`config.mk`:
```
export PLATFORM = sky130hd
export DESIGN_NAME = mbp_bus_port
export DESIGN_NICKNAME = d
export VERILOG_FILES = /design/src/logic/mbp_pkg.sv /design/src/logic/mbp_strobe_if.sv /design/src/logic/mbp_bus_port.sv /design/src/logic/mbp_ctl_decode.sv
export SDC_FILE = /design/constraint.sdc
export NUM_CORES = 1
export LEC_CHECK = 0
export BUFFER_PORTS_ARGS = -buffer_cell sky130_fd_sc_hd__buf_2
export CORE_MARGIN = 5
export CORE_UTILIZATION = 56
export CTS_BUF_LIST = sky130_fd_sc_hd__clkbuf_2
export DETAILED_ROUTE_END_ITERATION = 8
export GPL_TIMING_DRIVEN = 0
export PLACE_DENSITY = 0.88
export SLEW_MARGIN = 10
export SYNTH_ARGS = -nofsm -noshare
export SYNTH_HDL_FRONTEND = slang
export SYNTH_SLANG_ARGS = --single-unit
```
`constraint.sdc`:
```
create_clock -name sys_clk -period 6.5 [get_ports sys_clk]
set_clock_uncertainty 0.2 [all_clocks]
set_input_delay 0.325 -clock sys_clk [delete_from_list [all_inputs] [get_ports sys_clk]]
set_output_delay 0.325 -clock sys_clk [all_outputs]
set_load 0.1 [all_outputs]
```
`src/logic/mbp_pkg.sv`:
```
// shared constants and types for the host bus port block
// assumes a single 50 MHz system clock domain
package mbp_pkg;
  localparam int unsigned CLK_MHZ = 50;
  localparam int unsigned APD_IDLE_US = 100;
  localparam int unsigned APD_IDLE_CYC = APD_IDLE_US * CLK_MHZ;
  localparam logic [7:0] PAGE_RST = 8'h00;
  localparam logic [7:0] PWR0_RST = 8'h00;
  localparam logic [7:0] PWR2_RST = 8'h00;
  // power control 0 fields
  localparam int unsigned PWR0_APD_EN = 1;
  localparam int unsigned PWR0_TURBO_OFF = 3;
  localparam int unsigned PWR0_CLK_ARRAY_OFF = 4;
  localparam int unsigned PWR0_CLK_MCELL_OFF = 5;
  // power control 2 fields
  localparam int unsigned PWR2_ADDR_BLK = 0;
  localparam int unsigned PWR2_CTL0_BLK = 2;
  localparam int unsigned PWR2_CTL1_BLK = 3;
  localparam int unsigned PWR2_CTL2_BLK = 4;
  localparam int unsigned PWR2_ALE_BLK = 5;
  // first control input meaning
  typedef enum logic [0:0] {
    CTL0_WRITE_N = 1'b0,
    CTL0_RW = 1'b1
  } mbp_ctl0_mode_t;
  // second control input meaning
  typedef enum logic [1:0] {
    CTL1_READ_N = 2'h0,
    CTL1_ECLK = 2'h1,
    CTL1_DSTROBE_N = 2'h2,
    CTL1_FETCH_N = 2'h3
  } mbp_ctl1_mode_t;
  // address bus shape
  typedef enum logic [1:0] {
    BUS_MUX = 2'h0,
    BUS_NONMUX = 2'h1,
    BUS_BURST = 2'h2
  } mbp_bus_mode_t;
endpackage : mbp_pkg

```
`src/logic/mbp_strobe_if.sv`:
```
// carries decoded host strobes from the decoder to the bus port logic
// assumes all members are driven on sys_clk
`timescale 1ns/100ps
`default_nettype none
interface mbp_strobe_if;
  logic rdStb;
  logic wrStb;
  logic fetchStb;
  logic active;
  modport src (output rdStb, wrStb, fetchStb, active);
  modport dst (input rdStb, wrStb, fetchStb, active);
endinterface : mbp_strobe_if
`default_nettype wire

```
`src/logic/mbp_bus_port.sv`:
```
// What this block does
// (RULE1) attach 8-bit hosts, muxed or separate buses; controls feed logic
// (RULE2) latch address from both ports on the address latch strobe
// (RULE3) alternate strobe option latches address on its rising edge
// (RULE4) drive data only during read with an internal block selected
// (RULE5) host wires low byte or burst bits to the lower port
// (RULE6) host wires upper address or byte to the upper port
// (RULE7) first control is write strobe or read/write direction
// (RULE8) second control is read, E clock, data strobe or fetch
// (RULE9) third control is fetch select, else a generic logic input
// (RULE10) reset clears ports, cells, some config; held at power-up
// (RULE11) reset aborts a running flash program or erase cycle
// (RULE12) chip select low enables memories, high disables them
// (RULE13) chip select trailing edge wakes the device from power-down
// (RULE14) optional clock pin drives cells, power-down counter, array
// (RULE15) auto power-down turns functions off on host inactivity
// (RULE16) turbo off latches logic outputs until an input moves
// (RULE17) blocking bits keep chosen inputs from the logic array
// (RULE18) 8-bit page register adds address bits for decoding
// (RULE19) port F as data bus or low address inputs in burst mode
// (RULE20) port C pins as host I/O, logic inputs or chip selects
// (RULE21) port E 0..5 carry serial programming pins, muxed
// (RULE22) port E bit 7 high while running from backup battery
// assumes pins arrive asynchronous; array outputs come from outside
`timescale 1ns/100ps
`default_nettype none
module mbp_bus_port
#(
  parameter int unsigned APD_CYCLES = mbp_pkg::APD_IDLE_CYC
)
(
  // clock and reset
  input wire logic sys_clk,
  input wire logic rst_n,
  // configuration
  input wire mbp_pkg::mbp_bus_mode_t busMode,
  input wire mbp_pkg::mbp_ctl0_mode_t ctl0Mode,
  input wire mbp_pkg::mbp_ctl1_mode_t ctl1Mode,
  input wire logic ctl2IsFetch,
  input wire logic altStrobeEn,
  input wire logic chipSelEn,
  input wire logic clkInEn,
  input wire logic [7:0] portCMode,
  input wire logic [7:0] portCDir,
  input wire logic [7:0] portCOut,
  input wire logic progPortEn,
  // host pins
  input wire logic [7:0] lowerAdIn,
  output logic [7:0] lowerAdOut,
  output logic [7:0] lowerAdOe,
  input wire logic [7:0] upperAdIn,
  input wire logic [7:0] portFIn,
  output logic [7:0] portFOut,
  output logic [7:0] portFOe,
  input wire logic addrStrobe,
  input wire logic ctl0,
  input wire logic ctl1,
  input wire logic ctl2,
  input wire logic chipSel_n,
  input wire logic logicClkIn,
  // host writes to internal registers
  input wire logic pageWr,
  input wire logic pwr0Wr,
  input wire logic pwr2Wr,
  // internal side
  input wire logic blockSel,
  input wire logic [7:0] readData,
  input wire logic progBusy,
  input wire logic onBattery,
  input wire logic [7:0] arrayCs,
  input wire logic [5:0] serialOut,
  output logic [19:0] latchedAddr,
  output logic [7:0] pageReg,
  output logic [7:0] writeData,
  output logic writeStb,
  output logic memEnable,
  output logic powerDown,
  output logic progAbort,
  output logic arrayClkEn,
  output logic arrayHold,
  output logic [4:0] arrayCtlIn,
  // port C and E pins
  input wire logic [7:0] portCIn,
  output logic [7:0] portCOutPin,
  output logic [7:0] portCOe,
  output logic [7:0] portCArrayIn,
  input wire logic [5:0] portEIn,
  output logic [5:0] serialIn,
  output logic [7:0] portEOut,
  output logic [7:0] portEOe
);
  // elaboration check: the idle counter needs room to count
  if (APD_CYCLES < 2)
    $error("APD_CYCLES too small");
  //////////////////////////////////////////////////////////////////////
  // two-stage synchronisers on every pin
  localparam int unsigned NSY = 46;
  // strobes and selects reset to their idle levels: no false edge
  localparam logic [NSY-1:0] SY_IDLE = 46'h78;
  logic [NSY-1:0] syA_q, syB_q, syRaw;
  assign syRaw = {portEIn, portCIn, portFIn, upperAdIn, lowerAdIn,
    addrStrobe, ctl0, ctl1, ctl2, chipSel_n, logicClkIn, 2'b00};
  always_ff @(posedge sys_clk or negedge rst_n)
  begin
    if (!rst_n)
    begin
      syA_q <= SY_IDLE;
      syB_q <= SY_IDLE;
    end
    else
    begin
      syA_q <= syRaw;
      syB_q <= syA_q;
    end
  end
  logic [5:0] sEIn;
  logic [7:0] sCIn, sFIn, sUp, sLo;
  logic sAs, sC0, sC1, sC2, sCs_n, sClk;
  assign {sEIn, sCIn, sFIn, sUp, sLo, sAs, sC0, sC1, sC2, sCs_n, sClk}
    = syB_q[NSY-1:2];
  //////////////////////////////////////////////////////////////////////
  // control decode
  mbp_strobe_if stb ();
  mbp_ctl_decode u_dec
  (
    .sys_clk(sys_clk),
    .rst_n(rst_n),
    .ctl0Mode(ctl0Mode),
    .ctl1Mode(ctl1Mode),
    .ctl2IsFetch(ctl2IsFetch),
    .ctl0(sC0),
    .ctl1(sC1),
    .ctl2(sC2),
    .stb(stb)
  );
  //////////////////////////////////////////////////////////////////////
  // address latch, page, power registers, outputs
  logic asPrev_q, asPrev_d, csPrev_q, csPrev_d, clkPrev_q, clkPrev_d;
  logic [19:0] addr_q, addr_d;
  logic [7:0] page_q, page_d, pwr0_q, pwr0_d, pwr2_q, pwr2_d;
  logic [7:0] loOut_q, loOut_d, loOe_q, loOe_d;
  logic [7:0] fOut_q, fOut_d, fOe_q, fOe_d;
  logic [7:0] wdat_q, wdat_d;
  logic wstb_q, wstb_d, wrPrev_q, wrPrev_d;
  logic latch;
  logic [7:0] dataIn;
  always_comb
  begin
    asPrev_d = sAs;
    csPrev_d = sCs_n;
    clkPrev_d = sClk;
    wrPrev_d = stb.wrStb;
    // plain latch strobe is high-active; alternate form samples rising
    latch = altStrobeEn ? (sAs & ~asPrev_q) : sAs; // [RULE2] [RULE3]
    dataIn = (busMode == mbp_pkg::BUS_MUX) ? sLo : sFIn; // [RULE1] [RULE19]
    addr_d = addr_q;
    if (latch)
    begin
      unique case (busMode) // [RULE5] [RULE6]
        mbp_pkg::BUS_BURST:
          addr_d = {sUp, sLo, sFIn[3:0]}; // [RULE19]
        default:
          addr_d = {4'h0, sUp, sLo};
      endcase
    end
    page_d = pageWr & stb.wrStb ? dataIn : page_q; // [RULE18]
    pwr0_d = pwr0Wr & stb.wrStb ? dataIn : pwr0_q;
    pwr2_d = pwr2Wr & stb.wrStb ? dataIn : pwr2_q; // [RULE17]
    wdat_d = stb.wrStb ? dataIn : wdat_q;
    wstb_d = stb.wrStb & ~wrPrev_q;
    loOut_d = readData;
    fOut_d = readData;
    // drive only while a read hits a selected block
    loOe_d = {8{(stb.rdStb | stb.fetchStb) & blockSel & memEnable
      & busMode == mbp_pkg::BUS_MUX}}; // [RULE4]
    fOe_d = {8{(stb.rdStb | stb.fetchStb) & blockSel & memEnable
      & busMode != mbp_pkg::BUS_MUX}}; // [RULE4] [RULE19]
  end
  always_ff @(posedge sys_clk or negedge rst_n)
  begin
    if (!rst_n) // [RULE10]
    begin
      asPrev_q <= 1'b0;
      csPrev_q <= 1'b1;
      clkPrev_q <= 1'b0;
      wrPrev_q <= 1'b0;
      addr_q <= '0;
      page_q <= mbp_pkg::PAGE_RST;
      pwr0_q <= mbp_pkg::PWR0_RST;
      pwr2_q <= mbp_pkg::PWR2_RST;
      wdat_q <= 8'h00;
      wstb_q <= 1'b0;
      loOut_q <= 8'h00;
      loOe_q <= 8'h00;
      fOut_q <= 8'h00;
      fOe_q <= 8'h00;
    end
    else
    begin
      asPrev_q <= asPrev_d;
      csPrev_q <= csPrev_d;
      clkPrev_q <= clkPrev_d;
      wrPrev_q <= wrPrev_d;
      addr_q <= addr_d;
      page_q <= page_d;
      pwr0_q <= pwr0_d;
      pwr2_q <= pwr2_d;
      wdat_q <= wdat_d;
      wstb_q <= wstb_d;
      loOut_q <= loOut_d;
      loOe_q <= loOe_d;
      fOut_q <= fOut_d;
      fOe_q <= fOe_d;
    end
  end
  assign latchedAddr = addr_q;
  assign pageReg = page_q;
  assign writeData = wdat_q;
  assign writeStb = wstb_q;
  assign lowerAdOut = loOut_q;
  assign lowerAdOe = loOe_q;
  assign portFOut = fOut_q;
  assign portFOe = fOe_q;
  //////////////////////////////////////////////////////////////////////
  // power management: auto power-down, chip select, turbo hold
  typedef enum logic [1:0] {
    PM_RUN = 2'b01,
    PM_DOWN = 2'b10
  } mbp_pm_t;
  mbp_pm_t pm_q, pm_d;
  logic [$clog2(APD_CYCLES+1)-1:0] idle_q, idle_d;
  logic memEn_q, memEn_d, hold_q, hold_d, clkEn_q, clkEn_d;
  logic abort_q, abort_d;
  logic [4:0] actl_q, actl_d;
  logic csTrail, clkTick, inMove;
  always_comb
  begin
    csTrail = chipSelEn & sCs_n & ~csPrev_q; // [RULE13]
    // counter advances on the logic clock pin when that is enabled
    clkTick = clkInEn ? (sClk & ~clkPrev_q) : 1'b1; // [RULE14]
    inMove = stb.active | latch | csTrail;
    idle_d = idle_q;
    pm_d = pm_q;
    unique case (pm_q)
      PM_RUN:
      begin
        if (inMove)
          idle_d = '0;
        else if (clkTick && idle_q != APD_CYCLES[$bits(idle_q)-1:0])
          idle_d = idle_q + 1'b1;
        if (pwr0_q[mbp_pkg::PWR0_APD_EN] && !inMove
          && idle_q == APD_CYCLES[$bits(idle_q)-1:0])
          pm_d = PM_DOWN; // [RULE15]
      end
      PM_DOWN:
      begin
        idle_d = '0;
        if (csTrail || stb.active || !pwr0_q[mbp_pkg::PWR0_APD_EN])
          pm_d = PM_RUN; // [RULE13]
      end
      default:
        pm_d = PM_RUN;
    endcase
    memEn_d = (chipSelEn ? ~sCs_n : 1'b1) & (pm_d == PM_RUN); // [RULE12]
    // hold until a control strobe edge, address latch or chip select trailing edge, released while one is seen
    hold_d = pwr0_q[mbp_pkg::PWR0_TURBO_OFF] & ~inMove; // [RULE16]
    clkEn_d = clkInEn & ~pwr0_q[mbp_pkg::PWR0_CLK_MCELL_OFF]
      & ~pwr0_q[mbp_pkg::PWR0_CLK_ARRAY_OFF]; // [RULE14]
    actl_d = {sClk & clkInEn & ~pwr0_q[mbp_pkg::PWR0_CLK_ARRAY_OFF],
      sC2 & ~pwr2_q[mbp_pkg::PWR2_CTL2_BLK],
      sC1 & ~pwr2_q[mbp_pkg::PWR2_CTL1_BLK],
      sC0 & ~pwr2_q[mbp_pkg::PWR2_CTL0_BLK],
      sAs & ~pwr2_q[mbp_pkg::PWR2_ALE_BLK]}; // [RULE17] [RULE1]
    abort_d = progBusy & ~rst_n;
  end
  always_ff @(posedge sys_clk or negedge rst_n)
  begin
    if (!rst_n)
    begin
      pm_q <= PM_RUN;
      idle_q <= '0;
      memEn_q <= 1'b0;
      hold_q <= 1'b0;
      clkEn_q <= 1'b0;
      actl_q <= 5'h00;
      abort_q <= 1'b1; // [RULE11]
    end
    else
    begin
      pm_q <= pm_d;
      idle_q <= idle_d;
      memEn_q <= memEn_d;
      hold_q <= hold_d;
      clkEn_q <= clkEn_d;
      actl_q <= actl_d;
      abort_q <= abort_d;
    end
  end
  assign memEnable = memEn_q;
  // one-hot: the down bit is the flag itself
  assign powerDown = pm_q[1];
  assign arrayHold = hold_q;
  assign arrayClkEn = clkEn_q;
  assign arrayCtlIn = actl_q;
  assign progAbort = abort_q;
  //////////////////////////////////////////////////////////////////////
  // port C and port E pin functions
  logic [7:0] cOut_q, cOut_d, cOe_q, cOe_d, cArr_q, cArr_d;
  logic [7:0] eOut_q, eOut_d, eOe_q, eOe_d;
  logic [5:0] ser_q, ser_d;
  always_comb
  begin
    for (int i = 0; i < 8; i++)
    begin
      // mode bit set: pin is an external chip select output
      cOut_d[i] = portCMode[i] ? arrayCs[i] : portCOut[i]; // [RULE20]
      cOe_d[i] = portCMode[i] | portCDir[i]; // [RULE20]
      cArr_d[i] = sCIn[i] & ~portCMode[i] & ~portCDir[i]; // [RULE20]
    end
    ser_d = progPortEn ? sEIn : 6'h00; // [RULE21]
    // only data out, status and error are outputs of the serial port
    eOut_d = {onBattery, 1'b0, serialOut[5:3], 3'h0}; // [RULE22] [RULE21]
    eOe_d = {1'b1, 1'b0, {3{progPortEn}}, 3'h0}; // [RULE22] [RULE21]
  end
  always_ff @(posedge sys_clk or negedge rst_n)
  begin
    if (!rst_n)
    begin
      cOut_q <= 8'h00;
      cOe_q <= 8'h00;
      cArr_q <= 8'h00;
      eOut_q <= 8'h00;
      eOe_q <= 8'h00;
      ser_q <= 6'h00;
    end
    else
    begin
      cOut_q <= cOut_d;
      cOe_q <= cOe_d;
      cArr_q <= cArr_d;
      eOut_q <= eOut_d;
      eOe_q <= eOe_d;
      ser_q <= ser_d;
    end
  end
  assign portCOutPin = cOut_q;
  assign portCOe = cOe_q;
  assign portCArrayIn = cArr_q;
  assign portEOut = eOut_q;
  assign portEOe = eOe_q;
  assign serialIn = ser_q;
endmodule : mbp_bus_port
`default_nettype wire

```
`src/logic/mbp_ctl_decode.sv`:
```
// decodes the three host control inputs into read, write and fetch
// assumes inputs already synchronised to sys_clk
`timescale 1ns/100ps
`default_nettype none
module mbp_ctl_decode
(
  // clock and reset
  input wire logic sys_clk,
  input wire logic rst_n,
  // configuration
  input wire mbp_pkg::mbp_ctl0_mode_t ctl0Mode,
  input wire mbp_pkg::mbp_ctl1_mode_t ctl1Mode,
  input wire logic ctl2IsFetch,
  // synchronised pins
  input wire logic ctl0,
  input wire logic ctl1,
  input wire logic ctl2,
  // decoded strobes
  mbp_strobe_if.src stb
);
  logic rd, wr, fe, eDel_q, eDel_d;
  always_comb
  begin
    rd = 1'b0;
    wr = 1'b0;
    fe = ctl2IsFetch & ~ctl2; // [RULE9]
    unique case (ctl1Mode) // [RULE8]
      mbp_pkg::CTL1_READ_N, mbp_pkg::CTL1_FETCH_N:
      begin
        rd = ~ctl1;
        wr = (ctl0Mode == mbp_pkg::CTL0_WRITE_N) & ~ctl0;
      end
      mbp_pkg::CTL1_ECLK, mbp_pkg::CTL1_DSTROBE_N:
      begin
        // direction line qualified by the strobe
        rd = (ctl1Mode == mbp_pkg::CTL1_ECLK ? ctl1 : ~ctl1)
          & (ctl0Mode == mbp_pkg::CTL0_RW ? ctl0 : 1'b1); // [RULE7]
        wr = (ctl1Mode == mbp_pkg::CTL1_ECLK ? ctl1 : ~ctl1)
          & (ctl0Mode == mbp_pkg::CTL0_RW ? ~ctl0 : ~ctl0); // [RULE7]
      end
    endcase
    if (ctl1Mode == mbp_pkg::CTL1_FETCH_N)
      fe = ~ctl1;
    eDel_d = rd | wr | fe;
  end
  always_ff @(posedge sys_clk or negedge rst_n)
  begin
    if (!rst_n)
      eDel_q <= 1'b0;
    else
      eDel_q <= eDel_d;
  end
  assign stb.rdStb = rd;
  assign stb.wrStb = wr;
  assign stb.fetchStb = fe;
  // activity seen on any edge of the combined strobe
  assign stb.active = eDel_d ^ eDel_q;
endmodule : mbp_ctl_decode
`default_nettype wire

```
==> results.cfg <==
[job]
drv_cap = 0

[place]
routabilityCongestion = 0.884
dp_slack_ns = 3.79
portBuffers = 221
dp_hpwl_mm = 12.5
place_area_um2 = 8670

[pwr]
ir_worst_vdd_v = 0.000194
power.density_nw_per_um2 = 310
cellLeakagePower_nw = 5.42

[clock_tree]
cts_made_buffers = 49
path_clk_slew_ns = 0.12
clock_sinks = 208
clk_path_buf_depth = 3
clk_root_buffer_cell = clkbuf_2
htreeDepth = 2
cts_tree = built
post_cts_resized = 0
clk_latency_ns = 0.81

[critical_path]
cp_max_fo = 9
worst_ep_required_time_ns = 7.02
r2r_cells = 9
cp_cell_sequence = inv_1 > ha_1 > nor4bb_1 > and4_1 > o21a_1 > buf_6 > nor4_4 > a31oi_1 > a31oi_1
cp-end-kind = flip-flop
crit_type = reg2reg
critPathLaunchType = flip-flop
ff2ff_setup_slack_ns = 3.89
critPathTopFamily = simple AND/OR/NAND/NOR gates
crit_buf_inv = 2
r2r_start = idle_q[0]$_DFFE_PN0P_
crit_top_cell = a31oi_1
max_stage_delay_ns = 0.50
r2r_end = idle_q[8]$_DFFE_PN0P_
critPathSlowestCell = nor4_4
critPathCapture = idle_q[8]$_DFFE_PN0P_
critPathArrivalTime_ns = 3.13
path_depth = 9
critPathLaunch = idle_q[0]$_DFFE_PN0P_

[logic_synthesis]
synth-xor-area-share_pct = 0.240
synth-simple-area-share_pct = 10.3
synth_top_area_share_pct = 67.7
synth.area.mux_share_pct = 4.67
synthAdderAreaFrac_pct = 1.03
synth_cell_type_count = 57
syn_inst = 543
ys.warnings.count = 0
synth_compound_area_share_pct = 6.94
synthArstFlopShare_pct = 100
synth_seq_cells = 208
syn_area_per_cell_um2 = 13.4
yosysTopAreaCell = dfrtp_1
synth_area_leaders = dfrtp_1 (68%), dfstp_2 (4.0%), buf_4 (3.5%)
synth_edf_count = 0
seq_area_frac_synth_pct = 71.6
synthFlopType = dfrtp_1
synth_area_um2 = 7290
synth_top_family_by_area = simple AND/OR/NAND/NOR gates

[sta]
worst_pin_slew_ns = 1.09
max_slew_margin_pct = 27.0
setup_viol = 0
holdWs_ns = 0.0396
final-hold-violation-count = 0
fin_crit_ns = 2.61
clock.fmax_ghz = 0.383
fin_tns_setup_ns = 0
setup_ws_ns = 3.89
finalMaxSlewViolations = 0
rsz0062_at_grt = no
period_share_pct = 40.2

[floorplan]
die-area_um2 = 15400
dieWidth_um = 124
start_util_pct = 57.5
io_pins = 233
rows = 41
fp.dieH_um = 124
core_um2 = 12700

[layout]
drive_above_1_share_pct = 35.8
final_nets = 1101
design_area_um2 = 10800
area_growth_pct = 47.9

[detailed_routing]
routed_wl_mm = 26.0
drt_iter0_drc = 644
post_drt_wl_per_cell_um = 21.8
via_per_inst = 5.34
route.detailed.drc = 0
vias = 6380
first_pass_iters = 5
postRouteAntennaNets = 0

[global_routing]
gr-total-overflow = 0
antenna_found_initial = 1
first_global_vias = 7039
grt_pass1_wl_mm = 39.2
grt_start_max_net_pins = 123
track_usage_pct = 34.8

[outcome]
outcome = complete, no violations

[min_path]
hold_class = in2reg
[placed cells by master, fill, tap and decap left out, drive strengths merged, types with 2 or more instances in the layout]
cell type / Yosys / layout
clkinv: 0 / 18
dlygate4sd3: 0 / 163
or3: 4 / 4
nand3: 10 / 10
nand2b: 3 / 3
nor4: 4 / 4
a31oi: 9 / 9
clkinvlp: 0 / 2
or2: 9 / 9
ha: 6 / 6
nand2: 58 / 58
inv: 17 / 17
o21bai: 2 / 2
and2: 8 / 8
conb: 2 / 9
o211ai: 2 / 2
and4: 2 / 2
o21ai: 36 / 36
dfstp: 11 / 11
nor2: 26 / 26
nor3: 2 / 2
nor2b: 9 / 9
and3: 5 / 5
a41oi: 2 / 2
mux2: 8 / 8
a21oi: 18 / 18
mux2i: 25 / 25
a21boi: 3 / 3
dfrtp: 197 / 197
clkbuf: 6 / 70
buf: 37 / 260
nor3b: 4 / 4
[through the flow]
step                      cells  total power, mW  util [%]
after floorplan             550             2.15         -
after global placement      943             2.32      68.1
after detailed placement    944             2.35      68.4
after CTS                  1191             3.24      84.8
after global routing       1194             3.46      85.0
final                      1194             3.34      85.0
[worst min-delay path by stage]
| stage | startpoint | to | slack [ns] | depth (start not counted) |
|---|---|---|---|---|
| after global routing | lowerAdIn[3] | syA_q[11]$_DFF_PN0_ | 0.001 | 2 |
| after detailed placement | syA_q[39]$_DFF_PN0_ | syB_q[39]$_DFF_PN0_ | 0.13 | 0 |
| after floorplan | rst_n | arrayClkEn$_DFF_PN0_ | -0.17 | 0 |
| after global placement | syA_q[27]$_DFF_PN0_ | syB_q[27]$_DFF_PN0_ | 0.13 | 0 |
| final | lowerAdIn[3] | syA_q[11]$_DFF_PN0_ | 0.04 | 2 |
| after CTS | lowerAdIn[3] | syA_q[11]$_DFF_PN0_ | 0.006 | 2 |
[where the power goes]
group / total (mW) / switching (mW) / internal (mW) / leakage [nW]
logic: 0.970 / 0.757 / 0.213 / 2.61
registers: 1.48 / 0.0725 / 1.40 / 2.49
clock network: 0.891 / 0.578 / 0.313 / 0.323
total: 3.34 / 1.41 / 1.93 / 5.42
[Yosys cell counts (3+ instances only)]
master,number
a21oi_1,17
a31oi_1,9
and2_1,7
and3_1,4
buf_4,34
clkbuf_1,6
dfrtp_1,197
dfstp_2,11
ha_1,6
inv_1,17
mux2_2,8
mux2i_1,25
nand2_1,58
nand2b_1,3
nand3_1,10
nor2_1,26
nor2b_1,9
nor3b_1,3
nor4_1,3
o21ai_0,35
or2_2,8
or3_1,4
[logic make-up after synthesis]
logic type | count (synthesis)
XOR/XNOR | 2
buffers and inverters | 61
AO/OA/AOI/OAI | 83
other | 2
flip-flops | 208
adder cells (fa/ha/maj) | 6
AND/OR/NAND/NOR | 148
multiplexers | 33
[flip-flops by register name (all words and copies together) (netlist names), 2 cells and up]
signal and flops:
portCOe 8, arrayCtlIn 5, portFOut 8, pwr0_q 4
writeData 8, pageReg 8, portEOe 2, syA_q 44
idle_q 13, syB_q 44, portCArrayIn 8, pm_q 2
pwr2_q 4, serialIn 6, portEOut 4, latchedAddr 20
portCOutPin 8
[metal layers]
metal	GRT usage [%]	wire, um
met5	0	0
met4	17.7	1310
met3	10.9	2360
met2	58.5	13100
met1	40.3	9200
[layout make-up]
type,instances,area (um2)
multi-input cells,281,1720
inverters,17,63.8
diodes,1,2.50
clock buffers,64,320
flip-flops and latches,208,5220
plain buffers,44,307
repair buffers,386,2800
clock inverters,21,120
well taps,172,215
fillers,591,1900
[timing repair]
action                                  4_1_cts  5_1_grt
hold buffers                                162        2
endpoints found under the setup margin        0        0
setup buffers                                 0        0
endpoints found under the hold margin       319        2
Power figures use the tool's default switching activity.
